**config.mk**
```make
export PLATFORM = sky130hd
export DESIGN_NAME = dsfm_top
export DESIGN_NICKNAME = d
export VERILOG_FILES = /design/src/dsfm_pkg.sv /design/src/dsfm_top.sv
export SDC_FILE = /design/constraint.sdc
export NUM_CORES = 1
export LEC_CHECK = 0
export ABC_AREA = 1
export BUFFER_PORTS_ARGS = -buffer_cell sky130_fd_sc_hd__clkbuf_2
export CAP_MARGIN = 20
export CORE_MARGIN = 5
export CORE_UTILIZATION = 45
export CTS_BUF_LIST = sky130_fd_sc_hd__clkbuf_4 sky130_fd_sc_hd__clkbuf_8
export DETAILED_ROUTE_END_ITERATION = 8
export PLACE_DENSITY = 0.8
export SYNTH_ARGS = -nofsm -noshare
export SYNTH_HDL_FRONTEND = slang
export SYNTH_SLANG_ARGS = --single-unit
```
**constraint.sdc**
```tcl
create_clock -name core_clk -period 5.3 [get_ports core_clk]
set_input_delay 1.325 -clock core_clk [delete_from_list [all_inputs] [get_ports core_clk]]
set_output_delay 1.325 -clock core_clk [all_outputs]
set_load 0.02 [all_outputs]
```
**src/dsfm_pkg.sv**
```systemverilog
// package for the discharge switch fault mask block
// assumes a 32-bit apb slave at word-aligned offsets
package dsfm_pkg;
  // ====================================================
  // register offsets (byte addresses)
  localparam logic [7:0] OFF_MASK_A  = 8'h00;  // discharge switch mask a
  localparam logic [7:0] OFF_MASK_B  = 8'h04;  // discharge switch mask b
  localparam logic [7:0] OFF_MASK_C  = 8'h08;  // discharge switch mask c
  localparam logic [7:0] OFF_THRESH  = 8'h0C;  // reverse current threshold
  localparam logic [7:0] OFF_CTRL    = 8'h10;  // series switch option
  localparam logic [7:0] OFF_STATUS  = 8'h14;  // switch state readback
  // ====================================================
  // reset values
  localparam logic [7:0]  RST_MASK_A = 8'hE4;
  localparam logic [7:0]  RST_MASK_B = 8'hE6;
  localparam logic [7:0]  RST_MASK_C = 8'hE2;
  localparam logic [15:0] RST_THRESH = 16'h0032;
  localparam logic [15:0] MAX_THRESH = 16'h7FFF;  // 32767 ma ceiling
  localparam logic        RST_SERIES = 1'b1;
  // ====================================================
  // writable bits of each mask; reserved bits are dropped
  localparam logic [7:0] VALID_A = 8'hE4;
  localparam logic [7:0] VALID_B = 8'hE6;
  localparam logic [7:0] VALID_C = 8'hE2;
  // mask a values that give immediate turn-off
  localparam logic [7:0] FAST_A0 = 8'h80;
  localparam logic [7:0] FAST_A1 = 8'hE4;
  // ====================================================
  // deferred turn-off timing
  localparam int NORMAL_DELAY_MS = 250;
  localparam int SLEEP_DELAY_MS  = 1000;
  localparam int CLK_KHZ         = 250000;
  localparam int NORMAL_DELAY_CYC = NORMAL_DELAY_MS * CLK_KHZ;
  localparam int SLEEP_DELAY_CYC  = SLEEP_DELAY_MS * CLK_KHZ;
  // status bit positions
  localparam int ST_DSG  = 0;
  localparam int ST_CHG  = 1;
  localparam int ST_PREDISCHARGE_SWITCH = 2;
  localparam int ST_PRECHARGE_SWITCH = 3;
  localparam int ST_PEND = 4;
endpackage : dsfm_pkg

```
**src/dsfm_top.sv**
```systemverilog
// discharge switch fault mask: decides which faults drop the discharge switch
// assumes synchronous fault and current inputs, apb master on core_clk
`timescale 1ns/1ps
`default_nettype none

// Notes on behaviour
// - set mask bit turns discharge switch off
// - mask a layout, reset E4
// - other mask a values may delay turn-off
// - mask b layout, reset E6
// - mask c layout, reset E2
// - discharge reverse current: charge on, precharge off
// - charge reverse current: discharge on unless a fault holds it off, predischarge off
// - parallel arrangement disables reverse handling
module dsfm_top #(
  parameter int NORMAL_DELAY = dsfm_pkg::NORMAL_DELAY_CYC,  // deferred turn-off, normal
  parameter int SLEEP_DELAY  = dsfm_pkg::SLEEP_DELAY_CYC    // deferred turn-off, sleep
) (
  input  wire logic        core_clk,
  input  wire logic        sys_rst,
  // apb slave
  input  wire logic        psel,
  input  wire logic        penable,
  input  wire logic        pwrite,
  input  wire logic [7:0]  paddr,
  input  wire logic [31:0] pwdata,
  output logic             pready,
  output logic             pslverr,
  output logic [31:0]      prdata,
  // fault detectors
  input  wire logic        short_circuit_discharge,
  input  wire logic        discharge_overcurrent_tier1,
  input  wire logic        discharge_overcurrent_tier2,
  input  wire logic        discharge_overcurrent_tier3,
  input  wire logic        cell_undervoltage,
  input  wire logic        switch_overtemperature,
  input  wire logic        internal_overtemperature,
  input  wire logic        discharge_overtemperature,
  input  wire logic        internal_undertemperature,
  input  wire logic        discharge_undertemperature,
  input  wire logic        short_circuit_latched,
  input  wire logic        discharge_overcurrent_latched,
  input  wire logic        host_watchdog_fault,
  input  wire logic        sleep_mode,
  // current measurement, signed ma, positive is charge
  input  wire logic [15:0] current_ma,
  // switch requests from the rest of the device
  input  wire logic        discharge_switch_req,
  input  wire logic        charge_switch_req,
  input  wire logic        predischarge_switch_req,
  input  wire logic        precharge_switch_req,
  // switch drivers
  output logic             discharge_switch,
  output logic             charge_switch,
  output logic             predischarge_switch,
  output logic             precharge_switch
);

  // ====================================================
  // register file
  logic [7:0]  mask_a_q;    // discharge switch mask a
  logic [7:0]  mask_b_q;    // discharge switch mask b
  logic [7:0]  mask_c_q;    // discharge switch mask c
  logic [15:0] thresh_q;    // reverse current threshold, ma
  logic        series_q;    // series switch option
  logic        pend_q;      // deferred turn-off in progress
  logic [31:0] dly_cnt_q;   // deferred turn-off counter

  wire logic wr_en = psel && penable && pwrite;  // single-cycle access phase

  // zero-wait slave, every access completes at once
  assign pready = 1'b1;

  // address outside the map answers with an error
  function automatic logic addr_ok(input logic [7:0] a);
    addr_ok = (a == dsfm_pkg::OFF_MASK_A) || (a == dsfm_pkg::OFF_MASK_B) ||
              (a == dsfm_pkg::OFF_MASK_C) || (a == dsfm_pkg::OFF_THRESH) ||
              (a == dsfm_pkg::OFF_CTRL)   || (a == dsfm_pkg::OFF_STATUS);
  endfunction : addr_ok

  assign pslverr = psel && penable && !addr_ok(paddr);

  // mask registers; reserved bits never store
  always_ff @(posedge core_clk) begin
    if (sys_rst) begin
      mask_a_q <= dsfm_pkg::RST_MASK_A;
      mask_b_q <= dsfm_pkg::RST_MASK_B;
      mask_c_q <= dsfm_pkg::RST_MASK_C;
    end else if (wr_en) begin
      if (paddr == dsfm_pkg::OFF_MASK_A) begin
        mask_a_q <= pwdata[7:0] & dsfm_pkg::VALID_A;
      end
      if (paddr == dsfm_pkg::OFF_MASK_B) begin
        mask_b_q <= pwdata[7:0] & dsfm_pkg::VALID_B;
      end
      if (paddr == dsfm_pkg::OFF_MASK_C) begin
        mask_c_q <= pwdata[7:0] & dsfm_pkg::VALID_C;
      end
    end
  end

  // threshold and option; threshold saturates at its ceiling
  always_ff @(posedge core_clk) begin
    if (sys_rst) begin
      thresh_q <= dsfm_pkg::RST_THRESH;
      series_q <= dsfm_pkg::RST_SERIES;
    end else if (wr_en) begin
      if (paddr == dsfm_pkg::OFF_THRESH) begin
        thresh_q <= (pwdata[15:0] > dsfm_pkg::MAX_THRESH) ? dsfm_pkg::MAX_THRESH : pwdata[15:0];
      end
      if (paddr == dsfm_pkg::OFF_CTRL) begin
        series_q <= pwdata[0];
      end
    end
  end

  // ====================================================
  // fault decision
  logic [7:0] flt_a;  // faults in mask a positions
  logic [7:0] flt_b;  // faults in mask b positions
  logic [7:0] flt_c;  // faults in mask c positions
  assign flt_a = {short_circuit_discharge, discharge_overcurrent_tier2, discharge_overcurrent_tier1,
                  2'b00, cell_undervoltage, 2'b00};
  assign flt_b = {switch_overtemperature, internal_overtemperature, discharge_overtemperature,
                  2'b00, internal_undertemperature, discharge_undertemperature, 1'b0};
  assign flt_c = {discharge_overcurrent_tier3, short_circuit_latched, discharge_overcurrent_latched,
                  3'b000, host_watchdog_fault, 1'b0};

  // reserved positions are zero in both operands
  wire logic hit_a = |(flt_a & mask_a_q);
  wire logic hit_b = |(flt_b & mask_b_q);
  wire logic hit_c = |(flt_c & mask_c_q);
  wire logic fast_a = (mask_a_q == dsfm_pkg::FAST_A0) || (mask_a_q == dsfm_pkg::FAST_A1);

  // mask a hits wait when its value is not a fast one; b and c act at once
  wire logic hit_now = hit_b || hit_c || (hit_a && fast_a);

  // deferred turn-off, bounded by the mode-dependent limit
  always_ff @(posedge core_clk) begin
    if (sys_rst) begin
      pend_q    <= 1'b0;
      dly_cnt_q <= 32'h0000_0000;
    end else if (!hit_a || fast_a) begin
      pend_q    <= 1'b0;
      dly_cnt_q <= 32'h0000_0000;
    end else if (!pend_q) begin
      pend_q    <= 1'b1;
      dly_cnt_q <= sleep_mode ? SLEEP_DELAY[31:0] : NORMAL_DELAY[31:0];
    end else if (dly_cnt_q != 32'h0000_0000) begin
      dly_cnt_q <= dly_cnt_q - 32'h0000_0001;
    end
  end

  wire logic hit_late = pend_q && (dly_cnt_q == 32'h0000_0000);
  wire logic dsg_off  = hit_now || hit_late;

  // ====================================================
  // reverse current handling
  wire logic        is_dsg = current_ma[15];  // negative current = discharge
  logic [15:0]      mag;                       // current magnitude
  assign mag = is_dsg ? 16'(~current_ma + 16'h0001) : current_ma;

  wire logic rev_dsg = series_q && is_dsg && (mag > thresh_q) &&
                       (discharge_switch_req || predischarge_switch_req);
  wire logic rev_chg = series_q && !is_dsg && (mag > thresh_q) &&
                       (charge_switch_req || precharge_switch_req);

  // registered switch outputs; fault off beats reverse-current on
  always_ff @(posedge core_clk) begin
    if (sys_rst) begin
      discharge_switch    <= 1'b0;
      charge_switch       <= 1'b0;
      predischarge_switch <= 1'b0;
      precharge_switch    <= 1'b0;
    end else begin
      discharge_switch    <= !dsg_off && (discharge_switch_req || rev_chg);
      predischarge_switch <= predischarge_switch_req && !rev_chg;
      charge_switch       <= charge_switch_req || rev_dsg;
      precharge_switch    <= precharge_switch_req && !rev_dsg;
    end
  end

  // ====================================================
  // read mux, registered
  always_ff @(posedge core_clk) begin
    if (sys_rst) begin
      prdata <= 32'h0000_0000;
    end else if (psel && !penable && !pwrite) begin
      case (paddr)
        dsfm_pkg::OFF_MASK_A: prdata <= {24'h000000, mask_a_q};
        dsfm_pkg::OFF_MASK_B: prdata <= {24'h000000, mask_b_q};
        dsfm_pkg::OFF_MASK_C: prdata <= {24'h000000, mask_c_q};
        dsfm_pkg::OFF_THRESH: prdata <= {16'h0000, thresh_q};
        dsfm_pkg::OFF_CTRL:   prdata <= {31'h00000000, series_q};
        dsfm_pkg::OFF_STATUS: prdata <= {27'h0000000, pend_q, precharge_switch,
                                          predischarge_switch, charge_switch, discharge_switch};
        default:              prdata <= 32'h0000_0000;
      endcase
    end
  end

  // ====================================================
  // checks
  AST_FAULT_B_OFF: assert property (@(posedge core_clk) disable iff (sys_rst)
    hit_b |=> !discharge_switch) else $error("mask b fault left switch on");
  AST_FAULT_C_OFF: assert property (@(posedge core_clk) disable iff (sys_rst)
    hit_c |=> !discharge_switch) else $error("mask c fault left switch on");
  AST_FAST_A: assert property (@(posedge core_clk) disable iff (sys_rst)
    (hit_a && fast_a) |=> !discharge_switch) else $error("fast mask a did not act");
  AST_MASK_A_RSV: assert property (@(posedge core_clk) disable iff (sys_rst)
    (mask_a_q & ~dsfm_pkg::VALID_A) == 8'h00) else $error("mask a reserved bit set");
  AST_REV_DSG: assert property (@(posedge core_clk) disable iff (sys_rst)
    rev_dsg |=> (charge_switch && !precharge_switch)) else $error("discharge reverse failed");
  AST_REV_CHG: assert property (@(posedge core_clk) disable iff (sys_rst)
    (rev_chg && !dsg_off) |=> (discharge_switch && !predischarge_switch)) else $error("charge reverse failed");
  AST_PARALLEL: assert property (@(posedge core_clk) disable iff (sys_rst)
    (!series_q && !charge_switch_req) |=> !charge_switch) else $error("parallel mode turned switch on");
  AST_RESET_A: assert property (@(posedge core_clk)
    $fell(sys_rst) |-> mask_a_q == dsfm_pkg::RST_MASK_A) else $error("mask a reset value");
  AST_RESET_BC: assert property (@(posedge core_clk)
    $fell(sys_rst) |-> (mask_b_q == dsfm_pkg::RST_MASK_B && mask_c_q == dsfm_pkg::RST_MASK_C))
    else $error("mask b or c reset value");
  AST_NO_FAULT_NO_EFFECT: assert property (@(posedge core_clk) disable iff (sys_rst)
    (!hit_b && !hit_c && !hit_a && !pend_q && discharge_switch_req) |=> discharge_switch)
    else $error("switch off without fault");

  COV_FAULT_OFF: cover property (@(posedge core_clk) disable iff (sys_rst)
    discharge_switch ##1 !discharge_switch);
  COV_REV_DSG: cover property (@(posedge core_clk) disable iff (sys_rst) rev_dsg);
  COV_REV_CHG: cover property (@(posedge core_clk) disable iff (sys_rst) rev_chg);
  COV_DEFER: cover property (@(posedge core_clk) disable iff (sys_rst) pend_q ##1 hit_late);

endmodule : dsfm_top

`default_nettype wire

```
==> summary.md <==
| Metric | Value |
|---|---|
| Placement Setup Slack | ~1700 ps |
| Number of max-cap violations | 0 |
| Final nets | between 900 and 1,000 |
| Crit share post-route | 66.4% |
| # setup viols final | 0 |
| PostCTS Resize Cnt | 0 |
| Max-slew headroom | a little under two thirds |
| Share of flip-flops with an asynchronous set or reset | 0% |
| Post-synthesis compound-gate area fraction | 12.2% |
| Post-route worst setup slack | around 1800 ps |
| Critical Path RT | between 3000 and 4000 ps |
| Status | finished, final reports clean |
| Via/cell ratio | 5.19 |
| # IOs | between 100 and 150 |
| Clk Latency, worst-skew pair | between 300 and 400 ps |
| Leakage Power | 2.88 nW |
| WP buf/inv | 3 |
| Synth Area in Simple Gates | 37.5% |
| GPL Wtd Cong | around 0.94 |
| Crit Path Class | in2out |
| Post-CTS setup buffer count | 0 |
| Max Slew Vio Count | 0 |
| Critical Path Start Type | input pin |
| Top delay family on crit path | simple AND/OR/NAND/NOR gates |
| Cts hold-fix bufs | 0 |
| Routing usage on met3 | 4.28% |
| GRT overflow | 0 |
| Non-Filler Instances | 1,002 |
| Post-Synth XOR/XNOR Area | under 10% |
| Worst Skew | 14.2 ps |
| First-pass GRT wire length | 22,500 um |
| Post-DP HPWL | slightly above 10,000 um |
| CTS tree | done |
| Final ANT Viol Nets | 0 |
| CP Cell Sequence | clkbuf_2 -> inv_1 -> nand2_1 -> nor3_1 -> nor3_1 -> clkbuf_2 |
| Per-cell routed wire length | around 13 um |
| Root Driver | clkbuf_8 |
| Syn avg cell area | 6.69 um2 |
| Vias post-DR | a little over 5,000 |
| Cells after Synth | around 780 |
| RSZ-0062 raised after global routing | no |
| Sequential area share after synthesis | 32.0% |
| Post-route minimum period | between 3000 and 4000 ps |
| Share of post-route cells with drive strength above 1 | between 15 and 20% |
| Pin count of the biggest net entering global routing | 34 |
| Cell variety after synth | 43 |
| DR iter-0 viols | roughly 320 |
| Least-Margin Pin Slew | ~550 ps |
| Max Buffers Root-to-Sink | 2 |
| Worst-path clk slew | ~90 ps |
| Number of global-route vias before repair | approximately 4,800 |
| Mux share of post-synthesis cell area | 0% |
| Antenna violations before repair | 0 |
| TritonCTS buffer count | 9 |
| Pwr dens | approximately 210 nW/um2 |
| Fmax | approximately 280 MHz |
| YS warnings | 0 |
| Worst Hold Class | reg2reg |
| Area Overhead vs Synth | 13.1% |
| Grt met1 use | about 25% |
| Critical-path top delay cell | nor3_1 |
| Final hold violations | 0 |
| Adder-Cell Fraction of Synth Area | under 10% |
| Placed insts | slightly below 1,000 |
| Met2 GRT Util | roughly 32% |
| Die area | about 14,000 um2 |
| GRT Max-Usage Layer | met2 |
| CP arrival | between 2000 and 2500 ps |
| H-tree depth | 3 |
| Core Area | 11,400 um2 |
| Number of port buffers | between 80 and 90 |
| Synthesized flop and latch total | 83 |
| Worst setup EP type | primary output |
| Main combinational cell family by area after synthesis | simple AND/OR/NAND/NOR gates |
| Drt first pass iters | 5 |
| Die H | 117 um |
| Row Count | 39 |
| # DRC | 0 |
| Starting Density | 45.6% |
| Setup TNS | 0 ps |
| Die span in x | between 100 and 150 um |
| Worst IR Drop VDD | 128 uV |
| TritonCTS sink count | between 80 and 90 |
| CP max FO | 5 |
| Crit-path max cell delay | around 330 ps |
| Antenna Cells | 0 |
| Final WL | ~13,000 um |
| Netlist area before placement | around 5200 um2 |
| EDFF count, synth | 0 |
| Main synth FF type | dfxtp_1 |
| GRT Overall Usage | between 15 and 20% |
cells by family (layout without fill, tap and decap cells):
logic type      count (synthesis)  after routing
compound gates                116            116
xor+xnor                       19             19
fa+ha+maj                      18             18
buf+inv                       128            196
flops                          83             83
other cells                     2             17
simple gates                  410            410
sequential cells by signal, indices dropped and copies added (netlist names):
| name | cells |
|---|---|
| precharge_switch | 1 |
| predischarge_switch | 1 |
| mask_c_q | 4 |
| mask_b_q | 5 |
| mask_a_q | 4 |
| series_q | 1 |
| thresh_q | 16 |
| discharge_switch | 1 |
| dly_cnt_q | 32 |
| pend_q | 1 |
| prdata | 16 |
| charge_switch | 1 |
synth_stat cells, types with 17 or more instances:
cell / number / area [um2]
nand2_1: 163 / 612
nand3_1: 62 / 310
o21ai_1: 19 / 95.1
nor2_1: 97 / 364
nor3_1: 29 / 145
o21ai_0: 28 / 140
ha_1: 18 / 225
dfxtp_1: 83 / 1660
inv_1: 84 / 315
buf_4: 17 / 128
a21oi_1: 49 / 245
layer usage:
metal | up-vias | wire length (um)
li1 | 2659 | -
met1 | 2356 | 6110
met3 | 21 | 788
met4 | 0 | 249
met2 | 161 | 6300
met5 | - | 0
power by group:
group	switching [W]	internal (W)
Combinational	0.0000892	0.0000488
Sequential	0.00000135	0.000625
Clock	0.000247	0.000234
worst register-to-register path: stages, from the launching register on:
cell,delay (ps)
dfxtp_1,310
inv_1,90
ha_1,280
nand2_4,130
nor2_8,210
nand4_2,190
nor2_2,210
nand2_1,70
nand2_1,120
a21oi_1,50
cell usage in the layout, fill, tap and decap left out, types with 10 or more instances in the layout:
master and n:
a21oi_1 49, clkbuf_2 83, clkbuf_8 10, conb_1 17, dfxtp_1 83, ha_1 18
inv_1 84, inv_2 10, nand2_1 163, nand3_1 62, nand4_1 15, nor2_1 97
nor2_2 13, nor3_1 29, o21ai_0 28, o21ai_1 19, xor2_1 15
layout make-up:
| type | count | area [um2] |
|---|---|---|
| tap | 143 | 179 |
| multi-input combinational | 580 | 3030 |
| timing repair buffer | 86 | 438 |
| inverter | 94 | 353 |
| clock inverter | 6 | 70.1 |
| sequential | 83 | 1660 |
| clock buffer | 10 | 138 |
| fill | 1161 | 5500 |
per-stage QoR:
stage                     util, %  instance area, um2  power (W)  hold WS, ps
after floorplan                 -                5250   0.000737          445
after global placement       49.8                5660   0.000775          455
after detailed placement     49.8                5660   0.000778          460
after CTS                    51.6                5870    0.00125          474
after global routing         51.6                5870    0.00130          489
final                        51.6                5870    0.00125          468
worst paths after layout:
check / slack [ps] / cells past startpoint / from / end
max reg2reg: 3540 / 9 / dly_cnt_q[1]$_SDFFE_PP0N_ / discharge_switch$_SDFF_PP0_
min reg2reg: 470 / 2 / prdata[8]$_SDFFE_PP0P_ / prdata[8]$_SDFFE_PP0P_
min: 470 / 2 / prdata[8]$_SDFFE_PP0P_ / prdata[8]$_SDFFE_PP0P_
max: 1780 / 6 / paddr[0] / pslverr
Note: power is estimated with default switching activity, not from simulation.
